$ cat config.mk
export PLATFORM = sky130hd
export DESIGN_NAME = or_move_pointer_load_exec
export DESIGN_NICKNAME = d
export VERILOG_FILES = /design/src/core/or_move_pointer_load_exec.v
export VERILOG_INCLUDE_DIRS = /design/src /design/src/shared
export SDC_FILE = /design/constraint.sdc
export NUM_CORES = 1
export LEC_CHECK = 0
export ABC_AREA = 0
export CAP_MARGIN = 40
export CORE_MARGIN = 5
export CORE_UTILIZATION = 30
export CTS_CLUSTER_SIZE = 40
export DETAILED_ROUTE_END_ITERATION = 10
export DONT_BUFFER_PORTS = 1
export PLACE_DENSITY_LB_ADDON = 0.25
export SYNTH_ARGS = -nofsm -noshare
export SYNTH_HDL_FRONTEND = slang
export SYNTH_SLANG_ARGS = --single-unit
export TNS_END_PERCENT = 30
$ cat constraint.sdc
create_clock -name clk -period 7.1 [get_ports clk]
set_clock_uncertainty 0.1 [all_clocks]
set_input_delay 2.13 -clock clk [delete_from_list [all_inputs] [get_ports clk]]
set_output_delay 2.13 -clock clk [all_outputs]
set_load 0.01 [all_outputs]
$ cat src/shared/or_move_pointer_load_exec_defs.vh
// constants for the or / copy / pointer-load execute block
// Functional notes
// - upper byte 0000 1001 decodes as OR literal into accumulator
// - accumulator ORed with 8-bit literal, result back to accumulator, one word
// - both ORs and the file copy touch only negative and zero flags
// - top bits 0001 00 decode as OR accumulator with file, then d, a, address
// - OR result goes to accumulator when d is 0, file when d is 1
// - access bit 0 uses access bank, 1 uses bank select register
// - extended set, access bit 0, address up to 5Fh: indexed literal offset
// - pointer load writes 12-bit literal to pointer 0..2, two words
// - top bits 0101 00 decode as file copy with d, a, 8-bit address
// - file copy goes to accumulator when d is 0, back to file when 1
`ifndef OR_MOVE_POINTER_LOAD_EXEC_DEFS_VH
`define OR_MOVE_POINTER_LOAD_EXEC_DEFS_VH

`define OP_OR_LIT      8'h09
`define OP_OR_FILE     6'h04
`define OP_COPY_FILE   6'h14
`define OP_PTR_LOAD    8'hee
`define PTR_LOAD_SEL   2'h0
`define PTR_SECOND     8'hf0
`define PTR_COUNT      2'h3
`define ACCESS_SPLIT   8'h80
`define ACCESS_HI_BANK 4'hf
`define INDEX_LIMIT    8'h5f
`define INDEX_PTR      2
`define BIT_DEST       9
`define BIT_ACCESS     8
`define ACC_RESET      8'h00
`define PTR_RESET      12'h000

`endif

$ cat src/core/or_move_pointer_load_exec.v
// execute block for or-literal, or-file, copy-file and pointer load
`timescale 1ns/1ps
`include "or_move_pointer_load_exec_defs.vh"

module or_move_pointer_load_exec (
  // clock and reset
  input  wire        clk,
  input  wire        rst_n,
  // instruction stream
  input  wire        instr_valid,
  input  wire [15:0] instr_word,
  output reg         instr_ready_q,
  // mode and banking
  input  wire        ext_set_en,
  input  wire [3:0]  bank_select_register,
  // data memory, rdata valid while mem_rd_q is high
  output reg  [11:0] mem_addr_q,
  output reg         mem_rd_q,
  input  wire [7:0]  mem_rdata,
  output reg         mem_wr_q,
  output reg  [7:0]  mem_wdata_q,
  // architectural state
  output reg  [7:0]  acc_q,
  output reg         neg_q,
  output reg         zero_q,
  output reg  [11:0] ptr0_q,
  output reg  [11:0] ptr1_q,
  output reg  [11:0] ptr2_q
);

  localparam S_IDLE = 2'h0;
  localparam S_READ = 2'h1;
  localparam S_LIT2 = 2'h2;

  ////////////////////////////////////////////////////////////////////////////
  reg  [1:0]  state_q;
  reg         is_or_q;
  reg         dest_q;
  reg  [1:0]  ptr_sel_q;
  reg  [11:0] file_addr;
  reg  [7:0]  result;
  wire [7:0]  lit;
  wire [7:0]  op_hi;
  wire        take;
  wire        dec_or_lit;
  wire        dec_or_file;
  wire        dec_copy;
  wire        dec_ptr;
  wire [1:0]  dec_ptr_idx;
  wire [7:0]  lit_result;
  reg  [7:0]  acc_d;
  reg         neg_d;
  reg         zero_d;
  reg  [2:0]  ptr_hi_we;
  reg  [2:0]  ptr_lo_we;

  assign lit   = instr_word[7:0];
  assign op_hi = instr_word[15:8];
  assign take  = instr_valid & instr_ready_q;

  ////////////////////////////////////////////////////////////////////////////
  // opcode decode, one flag per instruction family
  assign dec_or_lit  = (op_hi == `OP_OR_LIT);
  assign dec_or_file = (op_hi[7:2] == `OP_OR_FILE);
  assign dec_copy    = (op_hi[7:2] == `OP_COPY_FILE);
  assign dec_ptr_idx = instr_word[5:4];
  // index 3 is refused here so the pointer writes below never see it
  assign dec_ptr     = (op_hi == `OP_PTR_LOAD) && (instr_word[7:6] == `PTR_LOAD_SEL) &&
                       (dec_ptr_idx < `PTR_COUNT);
  assign lit_result  = acc_q | lit;

  // file address formation
  always @* begin
    if (ext_set_en && !instr_word[`BIT_ACCESS] && lit <= `INDEX_LIMIT) begin
      file_addr = ptr2_q + {4'h0, lit};
    end else if (instr_word[`BIT_ACCESS]) begin
      file_addr = {bank_select_register, lit};
    end else if (lit < `ACCESS_SPLIT) begin
      file_addr = {4'h0, lit};
    end else begin
      file_addr = {`ACCESS_HI_BANK, lit};
    end
  end

  // result of the file-side operation
  always @* begin
    if (is_or_q) begin
      result = acc_q | mem_rdata;
    end else begin
      result = mem_rdata;
    end
  end

  ////////////////////////////////////////////////////////////////////////////
  // next accumulator and flags; no other status bit lives here
  always @* begin
    acc_d  = acc_q;
    neg_d  = neg_q;
    zero_d = zero_q;
    if (state_q == S_IDLE && take && dec_or_lit) begin
      acc_d  = lit_result;
      neg_d  = lit_result[7];
      zero_d = (lit_result == 8'h00);
    end else if (state_q == S_READ) begin
      if (!dest_q) begin
        acc_d = result;
      end
      // flags follow the result even when it goes back to memory
      neg_d  = result[7];
      zero_d = (result == 8'h00);
    end
  end

  always @(posedge clk) begin
    if (!rst_n) begin
      acc_q  <= `ACC_RESET;
      neg_q  <= 1'b0;
      zero_q <= 1'b0;
    end else begin
      acc_q  <= acc_d;
      neg_q  <= neg_d;
      zero_q <= zero_d;
    end
  end

  ////////////////////////////////////////////////////////////////////////////
  // pointer byte enables: high nibble on first word, low byte on second
  always @* begin
    ptr_hi_we = 3'h0;
    ptr_lo_we = 3'h0;
    if (state_q == S_IDLE && take && dec_ptr) begin
      ptr_hi_we[dec_ptr_idx] = 1'b1;
    end
    if (state_q == S_LIT2 && take) begin
      ptr_lo_we[ptr_sel_q] = 1'b1;
    end
  end

  always @(posedge clk) begin
    if (!rst_n) begin
      ptr0_q <= `PTR_RESET;
      ptr1_q <= `PTR_RESET;
      ptr2_q <= `PTR_RESET;
    end else begin
      if (ptr_hi_we[0]) begin
        ptr0_q[11:8] <= instr_word[3:0];
      end
      if (ptr_hi_we[1]) begin
        ptr1_q[11:8] <= instr_word[3:0];
      end
      if (ptr_hi_we[2]) begin
        ptr2_q[11:8] <= instr_word[3:0];
      end
      if (ptr_lo_we[0]) begin
        ptr0_q[7:0] <= lit;
      end
      if (ptr_lo_we[1]) begin
        ptr1_q[7:0] <= lit;
      end
      if (ptr_lo_we[2]) begin
        ptr2_q[7:0] <= lit;
      end
    end
  end

  ////////////////////////////////////////////////////////////////////////////
  always @(posedge clk) begin
    if (!rst_n) begin
      state_q       <= S_IDLE;
      instr_ready_q <= 1'b0;
      is_or_q       <= 1'b0;
      dest_q        <= 1'b0;
      ptr_sel_q     <= 2'h0;
      mem_addr_q    <= 12'h000;
      mem_rd_q      <= 1'b0;
      mem_wr_q      <= 1'b0;
      mem_wdata_q   <= 8'h00;
    end else begin
      mem_wr_q <= 1'b0;
      case (state_q)
        S_IDLE: begin
          instr_ready_q <= 1'b1;
          if (take) begin
            if (dec_or_file || dec_copy) begin
              // file ops spend a second clock reading the operand
              is_or_q       <= (op_hi[7:2] == `OP_OR_FILE);
              dest_q        <= instr_word[`BIT_DEST];
              mem_addr_q    <= file_addr;
              mem_rd_q      <= 1'b1;
              instr_ready_q <= 1'b0;
              state_q       <= S_READ;
            end else if (dec_ptr) begin
              ptr_sel_q <= dec_ptr_idx;
              state_q   <= S_LIT2;
            end
            // other opcodes belong to other units and are consumed silently
          end
        end
        S_READ: begin
          mem_rd_q <= 1'b0;
          if (dest_q) begin
            mem_wr_q    <= 1'b1;
            mem_wdata_q <= result;
          end
          instr_ready_q <= 1'b1;
          state_q       <= S_IDLE;
        end
        S_LIT2: begin
          // the word after the first is taken as the literal low byte
          if (take) begin
            state_q <= S_IDLE;
          end
        end
        default: begin
          mem_rd_q      <= 1'b0;
          instr_ready_q <= 1'b1;
          state_q       <= S_IDLE;
        end
      endcase
    end
  end

endmodule

# After elaboration in Yosys (flattened, before gate mapping)
# Index checks and enable logic that the tools add are counted.
# op_classes
magnitude_cmp,7
eq_ne,11
bitwise,5
mux,29
reduce_logical,24
n_addsub,1
# op_table
cell,count
$mux W12,3
$mux W8,4
$logic_not A8 Y1,2
$or A8 B8 Y8,2
$add A12 B8 Y12,1
$mux W1,11
$logic_and A1 B1 Y1,10
$reduce_and A3 Y1,3
$eq A8 B4 Y1 const B,1
$eq A8 B8 Y1 const B,1
$le A8 B7 Y1 const B,1
$lt A8 B8 Y1 const B,1
$mux W2,4
$eq A6 B3 Y1 const B,1
$eq A6 B5 Y1 const B,1
$lt A2 B3 Y1 const B,2
$mux W3,2
$reduce_and A2 Y1,3
$demux W1 S2,2
$ge A2 B1 Y1 const B,2
$logic_not A2 Y1,2
$ne A2 B1 Y1 const B,2
$ne A2 B2 Y1 const B,2
$pmux W1 S2,2
11 further kinds,12
# totals
out_inout_bits,69
regBits,75

# Depth between registers and ports, before layout
# Gate-level depths: netlist (run 1).
# depth
depth_word,7
mapped_depth,9
ltp_nobuf,9

# Worst setup path before layout (run 1)
# No wires, ideal clock.
# synth_path
kind,input-to-reg
start,input port instr_word[1]
end,register mem_addr_q[10]
path_buffers,1
stages,9
setup_slack_ns,3.101
required_time_ns,6.877
arrival_ns,3.776
cell_sequence,clkbuf_1 > inv_1 > fa_1 > nor2b_1 > o2111ai_1 > a32oi_1 > nand3_1 > xor2_1 > o22ai_1
# synth_between
elab_chain_len,4
elab_cells_between_ends,7
# synth_rtl
element,line_no,text
from (decl),or_move_pointer_load_exec.v:11,"input wire [15:0] instr_word,"
$lt A8 B8 Y1 (no source line),--,
$mux W12,or_move_pointer_load_exec.v:78,end else if (lit < `ACCESS_SPLIT) begin
$mux W12,or_move_pointer_load_exec.v:76,end else if (instr_word[`BIT_ACCESS]) begin
$mux W12 *,or_move_pointer_load_exec.v:74,if (ext_set_en && !instr_word[`BIT_ACCESS] && lit <= `INDEX_LIMIT) begin
to (signal assigned),or_move_pointer_load_exec.v:188,mem_addr_q <= file_addr;
to (decl),or_move_pointer_load_exec.v:17,"output reg [11:0] mem_addr_q,"
# Mark *: on every way between the ends. The rest lies on a longest branch, timed or not.
# A chain may end at the register's enable or synchronous reset.

# Worst setup path after layout (run 1)
# layout_path
start,input port instr_word[0]
end,register mem_addr_q[8]
# Same word-level chain as after synthesis.

==> results of run 1 <==
[worst register-to-register path, delay by kind of cell, from the launching register on]
kind	cells	cell delay [ns]
XOR/XNOR	1	0.18
AND/OR/NAND/NOR	2	0.30
AO/OA/AOI/OAI	3	0.70
flip-flops	1	0.43
adder cells (fa/ha/maj)	2	0.58
buffers and inverters	1	0.05
[how the worst max path moves through the flow]
stage                           to  slack, ns  cells past startpoint
finish               mem_addr_q[8]       3.39                      9
global route              acc_q[2]       3.21                      6
CTS                  mem_addr_q[8]       3.39                      9
detailed placement   mem_addr_q[8]       3.02                      9
global placement     mem_addr_q[8]       3.06                      9
floorplan           mem_addr_q[10]       3.10                      9
[logic make-up (layout without fill, tap and decap cells)]
logic type | after synthesis | count (layout) | synth area share, %
AO/OA/AOI/OAI | 110 | 110 | 19.71
flip-flops | 75 | 75 | 40.98
XOR/XNOR | 8 | 8 | 1.913
buffers and inverters | 42 | 32 | 4.781
AND/OR/NAND/NOR | 145 | 145 | 21.96
multiplexers | 27 | 27 | 7.377
adder cells (fa/ha/maj) | 9 | 9 | 3.279
[layer usage]
| metal | global-route usage (%) | share of wire (%) |
|---|---|---|
| met1 | 19.17 | 45 |
| met2 | 22.28 | 44 |
| met3 | 6.221 | 9.2 |
| met4 | 5.949 | 1.6 |
| met5 | 0 | 0 |
[cells in the mapped netlist, types with 3 or more instances]
cell / count
sky130_fd_sc_hd__o211a_1: 13
sky130_fd_sc_hd__nand2b_1: 6
sky130_fd_sc_hd__and2_1: 5
sky130_fd_sc_hd__buf_2: 5
sky130_fd_sc_hd__nand4_1: 4
sky130_fd_sc_hd__mux2i_1: 27
sky130_fd_sc_hd__nand3_1: 12
sky130_fd_sc_hd__nor4_1: 6
sky130_fd_sc_hd__dfxtp_1: 75
sky130_fd_sc_hd__nor2b_1: 33
sky130_fd_sc_hd__or3_1: 8
sky130_fd_sc_hd__o21ai_0: 27
sky130_fd_sc_hd__a21oi_1: 30
sky130_fd_sc_hd__nand2_1: 42
sky130_fd_sc_hd__xnor2_1: 3
sky130_fd_sc_hd__a21boi_0: 11
sky130_fd_sc_hd__nor3_1: 5
sky130_fd_sc_hd__o211ai_1: 5
sky130_fd_sc_hd__clkbuf_1: 20
sky130_fd_sc_hd__ha_1: 8
sky130_fd_sc_hd__xor2_1: 5
sky130_fd_sc_hd__nor2_1: 12
sky130_fd_sc_hd__a21o_1: 9
sky130_fd_sc_hd__inv_1: 15
[cells in the final DEF, fill, tap and decap left out, drive strengths merged, types with 3 or more instances in the layout]
cell type,instances
nor3,5
a21o,9
nor2b,33
nand2,42
nand2b,6
o21ai,28
a21boi,11
nor4,8
clkinv,3
xor2,5
a21oi,30
ha,8
nand3,12
dfxtp,75
xnor2,3
or3,8
nand4,4
inv,15
mux2i,27
o211ai,5
o211a,13
nor2,12
and2,5
clkbuf,12
[per-stage QoR]
stage / utilization [%] / cell area, sq um / setup slack, ns
after global placement: 31.16 / 3742 / 3.057
after CTS: 33.70 / 4048 / 3.394
final: 33.70 / 4048 / 3.395
after detailed placement: 31.16 / 3742 / 3.020
after floorplan: - / 3664 / 3.101
after global routing: 33.70 / 4048 / 3.206
[flip-flops by register name, indices dropped and copies added (netlist names)]
register / count
mem_wdata_q: 8
zero_q: 1
is_or_q: 1
neg_q: 1
acc_q: 8
mem_rd_q: 1
mem_addr_q: 12
ptr0_q: 12
ptr2_q: 12
dest_q: 1
ptr1_q: 12
state_q: 2
instr_ready_q: 1
mem_wr_q: 1
ptr_sel_q: 2
[layout make-up]
type	instances	area, sq um
Fill cell	1240	7964
Multi-Input combinational cell	299	1993
Sequential cell	75	1501
Clock buffer	12	256.5
Tap cell	147	183.9
Inverter	15	56.30
Clock inverter	4	48.80
Timing Repair Buffer	1	7.507
[power breakdown]
group	internal, mW	total [mW]	switching (mW)
clock network	0.291	0.476	0.185
logic	0.0123	0.0245	0.0122
registers	0.422	0.424	0.00199
total	0.725	0.924	0.199
==> out/summary.txt, run 1 <==
Status: finished clean
#FFs+latches synth: 75
Critical Path Source Type: input port
Total count of max-transition violations in the final report: 0
Worst Reg2Reg Path Length in Cells: 9
Hold EP: dest_q
Leakage: 1.635 nW
Number of non-filler instances in the completed layout: 553
Unrepaired setup endpoints after global routing: no
Clock network latency to the later pin of the worst-skew pair: 0.34 ns
CTS tree: yes
Synthesis-to-finish area growth: 10.48%
Clock period minus final worst setup slack: 3.705 ns
Predominant post-synthesis flop cell: sky130_fd_sc_hd__dfxtp_1
Number of global-route vias before repair: 2850
Wire length of the first global-routing pass: 16740 um
Gr ovfl total: 0
Post-CTS Repair Setup Buffers: 0
Endpoint class of the critical path: flop
Number of nets in the layout: 442
Die footprint: 14520 sq um
Net count after synthesis: 457
Worst-path fanout max: 10
Clock-pin slew reported for the worst setup and hold paths after clock tree synthesis: 0.06 ns
Reg-to-reg startpoint: ptr2_q[0]
Initial cell density of the core: 30.50%
Worst Path Class, Setup: input port to flop
Count of flip-flops with a built-in enable after synthesis: 0
Largest delay share family, worst path: compound AO/OA/AOI/OAI gates
Actual slew at the worst max-slew pin: 0.6701 ns
Final hold violation count: 0
First element of the critical path: instr_word[0]
Number of nets with antenna violations after detailed routing: 0
Setup TNS: 0 ns
Worst Hold Path Cells: 2
Average cell area after synthesis: 8.807 sq um
Path type of the worst min-delay path: flop to flop
DRC violations left: 0
Pin count of the biggest net entering global routing: 78
Sequence of cells on the critical path: ha_1 -> inv_1 -> fa_1 -> nor2b_1 -> o2111ai_1 -> a32oi_1 -> xor2_1 -> nand2_1 -> a31oi_1
Biggest area consumer among synthesized cells: sky130_fd_sc_hd__dfxtp_1
Synthesized area: 3664 sq um
Clock net sink count: 75
Data required time of the critical path: 7.27 ns
Portion of the post-synthesis area used by sequential elements: 40.98%
Endpoint of the worst register-to-register path: mem_addr_q[8]
Number of max-cap violations: 0
Final count of negative-setup-slack endpoints: 0
Total design power: 0.9240 mW
Average wire per standard cell: 19.34 um
Core region area: 12010 sq um
CTS root buf: sky130_fd_sc_hd__clkbuf_16
PortBufs: 0
Fraction of synthesis flops using an asynchronous set or reset pin: 0%
Launch instance of the worst min-delay path: dest_q
Total number of yosys warnings: 0
Routed via count: 2948
Total routed wirelength: 10690 um
Horizontal die dimension: 120.5 um
Max transition margin: 55.16%
Number of instances resized during post-cts repair: 0
Global routing usage summed across all routing layers: 14.96%
Area share of the largest cell type after synthesis: 40.98%
Top-Level Pins: 101
Cts bufs inserted: 9
Arrival time worst endpoint: 3.88 ns
Hold slack final: 0.3649 ns
Initial antenna violation count: 0
F_max: 269.9 MHz
Worst reg2reg setup slack: 4.69 ns
Synth top area cells: sky130_fd_sc_hd__dfxtp_1 (41%), sky130_fd_sc_hd__mux2i_1 (7.4%), sky130_fd_sc_hd__nor2b_1 (5.6%)
Period utilization: 52.19%
Synth Instances: 416
Placed instance count: 537
Max H-tree Level: 3
Worst-case vdd ir drop: 0.0001117 V
Number of DRC violations after detailed-routing iteration 0: 166
Number of distinct library cells after synthesis: 47
Pwr dens: 228.3 nW/um^2
Biggest cell delay along the critical path: 0.37 ns
N_diodes: 0
Post-DP HPWL: 7603 um
Max stage delay cell, worst path: sky130_fd_sc_hd__fa_1
Maximum root-to-sink buffer count: 2
Detailed-route vias per instance: 5.331
Number of buffers inserted for hold repair after clock tree synthesis: 0
Buffers & Inverters on Critical Path: 1
DRT Pass-1 Iters: 4
Die height: 120.5 um
Share of cells above drive strength 1: 5.419%
Routability cong.: 0.7666
Rows: 40
Power figures use the tool's default switching activity.
==> inputs of run 2 (changes only) <==
ABC_AREA = 1   (was 0)
clock period = 3.2 ns   (was 7.1 ns; I/O delays follow)
==> out/summary.txt, run 2 <==
#FFs+latches synth: 75
Horizontal die dimension: 119.8 um
Most common cell after layout, fill and taps aside: sky130_fd_sc_hd__nand2_1
Synthesized area: 3620 sq um
Number of distinct library cells after synthesis: 32
Global routing usage summed across all routing layers: 16.10%
Total number of yosys warnings: 0
Worst Path Class, Setup: input port to flop
Data required time of the critical path: 3.36 ns
Combinational family with the most area after synthesis: simple AND/OR/NAND/NOR gates
Final worst slack: 1.023 ns
Cts bufs inserted: 9
Number of DRC violations after detailed-routing iteration 0: 201
Wire length of the first global-routing pass: 17880 um
Max transition margin: 55.46%
Worst-case vdd ir drop: 0.0002924 V
Initial cell density of the core: 30.39%
Synthesized-area fraction occupied by ao, oa, aoi and oai cells: 21.40%
Synth top area cells: sky130_fd_sc_hd__dfxtp_1 (41%), sky130_fd_sc_hd__a21oi_1 (9.8%), sky130_fd_sc_hd__nand2_1 (9.6%)
DRC violations left: 0
Status: finished clean
Biggest area consumer among synthesized cells: sky130_fd_sc_hd__dfxtp_1
Post-CTS Repair Setup Buffers: 0
Endpoint of the worst register-to-register path: mem_addr_q[6]
Rows: 40
Reg-to-reg startpoint: ptr2_q[0]
Launch instance of the worst min-delay path: ptr0_q[7]
Routed via count: 3337
Worst Reg2Reg Path Length in Cells: 11
Clock net sink count: 75
Commonest cells after routing, fill and taps aside: sky130_fd_sc_hd__nand2_1 (93), sky130_fd_sc_hd__dfxtp_1 (75), sky130_fd_sc_hd__a21oi_1 (71)
Cell repeated most along the worst path: sky130_fd_sc_hd__nand3_1
Total count of max-transition violations in the final report: 0
Clock-pin slew reported for the worst setup and hold paths after clock tree synthesis: 0.06 ns
Pin count of the biggest net entering global routing: 58
Number of nets with antenna violations after detailed routing: 0
Mux share of post-synthesis cell area: 0%
Setup TNS: 0 ns
Post-DP HPWL: 8405 um
Routability cong.: 0.8409
Maximum root-to-sink buffer count: 2
Total routed wirelength: 11520 um
Worst reg2reg setup slack: 1.16 ns
Simple logic cell fraction of the synthesized area: 24.58%
Top-Level Pins: 101
Number of nets in the layout: 548
Area occupied by multi-input gates: 1819 sq um
Endpoint class of the critical path: flop
Leakage: 1.681 nW
Number of filler instances in the final layout: 1304
Post-synthesis adder-cell area fraction: 3.318%
F_max: 459.3 MHz
Buffers & Inverters on Critical Path: 2
Synthesis-to-finish area growth: 10.47%
Average wire per standard cell: 17.49 um
Clock period minus final worst setup slack: 2.177 ns
Period utilization: 68.04%
PortBufs: 0
Biggest cell delay along the critical path: 0.40 ns
Core region area: 11910 sq um
Die height: 119.8 um
Number of instances resized during post-cts repair: 0
Synth Instances: 514
CTS tree: yes
Worst Hold Path Cells: 2
Pwr dens: 486.3 nW/um^2
Clock network latency to the later pin of the worst-skew pair: 0.33 ns
Final count of negative-setup-slack endpoints: 0
Count of flip-flops with a built-in enable after synthesis: 0
Area taken by flip-flops and latches: 1501 sq um
Most common library cells after synthesis: sky130_fd_sc_hd__nand2_1 (93), sky130_fd_sc_hd__dfxtp_1 (75), sky130_fd_sc_hd__a21oi_1 (71), sky130_fd_sc_hd__o21ai_0 (60), sky130_fd_sc_hd__nor2_1 (58)
Number of non-filler instances in the completed layout: 659
Arrival time worst endpoint: 2.34 ns
Max stage delay cell, worst path: sky130_fd_sc_hd__fa_1
Worst-path fanout max: 9
Detailed-route vias per instance: 5.064
Number of global-route vias before repair: 3154
Initial antenna violation count: 0
Die footprint: 14360 sq um
Gr ovfl total: 0
Placement Setup Slack: 0.7279 ns
Portion of the post-synthesis area used by sequential elements: 41.48%
CTS root buf: sky130_fd_sc_hd__clkbuf_16
Max H-tree Level: 3
Unrepaired setup endpoints after global routing: no
N_diodes: 0
Predominant post-synthesis flop cell: sky130_fd_sc_hd__dfxtp_1
Actual slew at the worst max-slew pin: 0.6644 ns
Largest delay share family, worst path: adder cells
Area share of the largest cell type after synthesis: 41.48%
Most common cell in the synthesized netlist: sky130_fd_sc_hd__nand2_1
Net count after synthesis: 555
Final hold violation count: 0
Share of cells above drive strength 1: 8.203%
XOR/XNOR Fraction of Synth Area: 0.9679%
DRT Pass-1 Iters: 4
Hold EP: ptr0_q[7]
Placed instance count: 643
Sequence of cells on the critical path: ha_1 -> inv_1 -> fa_1 -> inv_1 -> nand3_1 -> nand3_1 -> nand2_1 -> nand2_1 -> or2_2 -> nand3_1 -> a21oi_1
Number of max-cap violations: 0
Critical Path Source Type: input port
Path type of the worst min-delay path: flop to flop
Number of buffers inserted for hold repair after clock tree synthesis: 0
Average cell area after synthesis: 7.042 sq um
Fraction of synthesis flops using an asynchronous set or reset pin: 0%
## run 2: per-stage QoR
stage                     hold slack, ns  power, mW  utilization, %  instance area, sq um
final                             0.3877      1.944           33.57                  3999
after global routing              0.4145      2.027           33.57                  3999
after CTS                         0.3944      1.978           33.57                  3999
after detailed placement          0.3855      1.029           31.28                  3726
after global placement            0.3819      1.029           31.28                  3726
after floorplan                   0.3677      1.025               -                  3620
## run 2: where the power goes
part | leakage, nW | switching (mW) | internal, mW
sequential | 0.604 | 0.00375 | 0.936
combinational | 0.944 | 0.0459 | 0.0226
clock | 0.133 | 0.390 | 0.545
total | 1.68 | 0.440 | 1.50
## run 2: layout make-up
class | instances | area share (%)
well taps | 147 | 4.599
clock inverters | 4 | 0.6571
clock buffers | 12 | 6.164
flip-flops and latches | 75 | 37.55
repair buffers | 2 | 0.3755
multi-input cells | 364 | 45.49
inverters | 55 | 5.163
## run 2: worst max-delay path by stage
| stage | to | cells past startpoint | start | slack [ns] |
|---|---|---|---|---|
| after floorplan | mem_addr_q[6] | 11 | instr_word[0] | 0.86 |
| after global routing | mem_addr_q[6] | 11 | instr_word[0] | 0.86 |
| after detailed placement | mem_addr_q[6] | 11 | instr_word[0] | 0.73 |
| final | mem_addr_q[6] | 11 | instr_word[0] | 1.02 |
| after CTS | mem_addr_q[6] | 11 | instr_word[0] | 1.07 |
| after global placement | mem_addr_q[8] | 8 | instr_word[11] | 0.77 |
## run 2: metal layers
metal / GRT usage, % / up-vias / part of all wire [%]
li1: - / 1688 / -
met1: 19.87 / 1526 / 43
met2: 25.53 / 111 / 45
met3: 5.655 / 12 / 9.8
met4: 6.729 / 0 / 2.1
met5: 0 / - / 0
## run 2: kinds of logic after synthesis
family / Yosys count
AO/OA/AOI/OAI: 146
XOR/XNOR: 4
adder cells (fa/ha/maj): 9
buffers and inverters: 75
flip-flops: 75
AND/OR/NAND/NOR: 205
## run 2: worst reg2reg max path, stage by stage, from the launching register on
cell and delay [ns]:
sky130_fd_sc_hd__dfxtp_1 0.43, sky130_fd_sc_hd__ha_1 0.24, sky130_fd_sc_hd__inv_1 0.06, sky130_fd_sc_hd__fa_1 0.40
sky130_fd_sc_hd__inv_1 0.10, sky130_fd_sc_hd__nand3_1 0.07, sky130_fd_sc_hd__nand3_1 0.14, sky130_fd_sc_hd__nand2_1 0.07
sky130_fd_sc_hd__nand2_1 0.07, sky130_fd_sc_hd__or2_2 0.10, sky130_fd_sc_hd__nand3_1 0.06, sky130_fd_sc_hd__a21oi_1 0.14
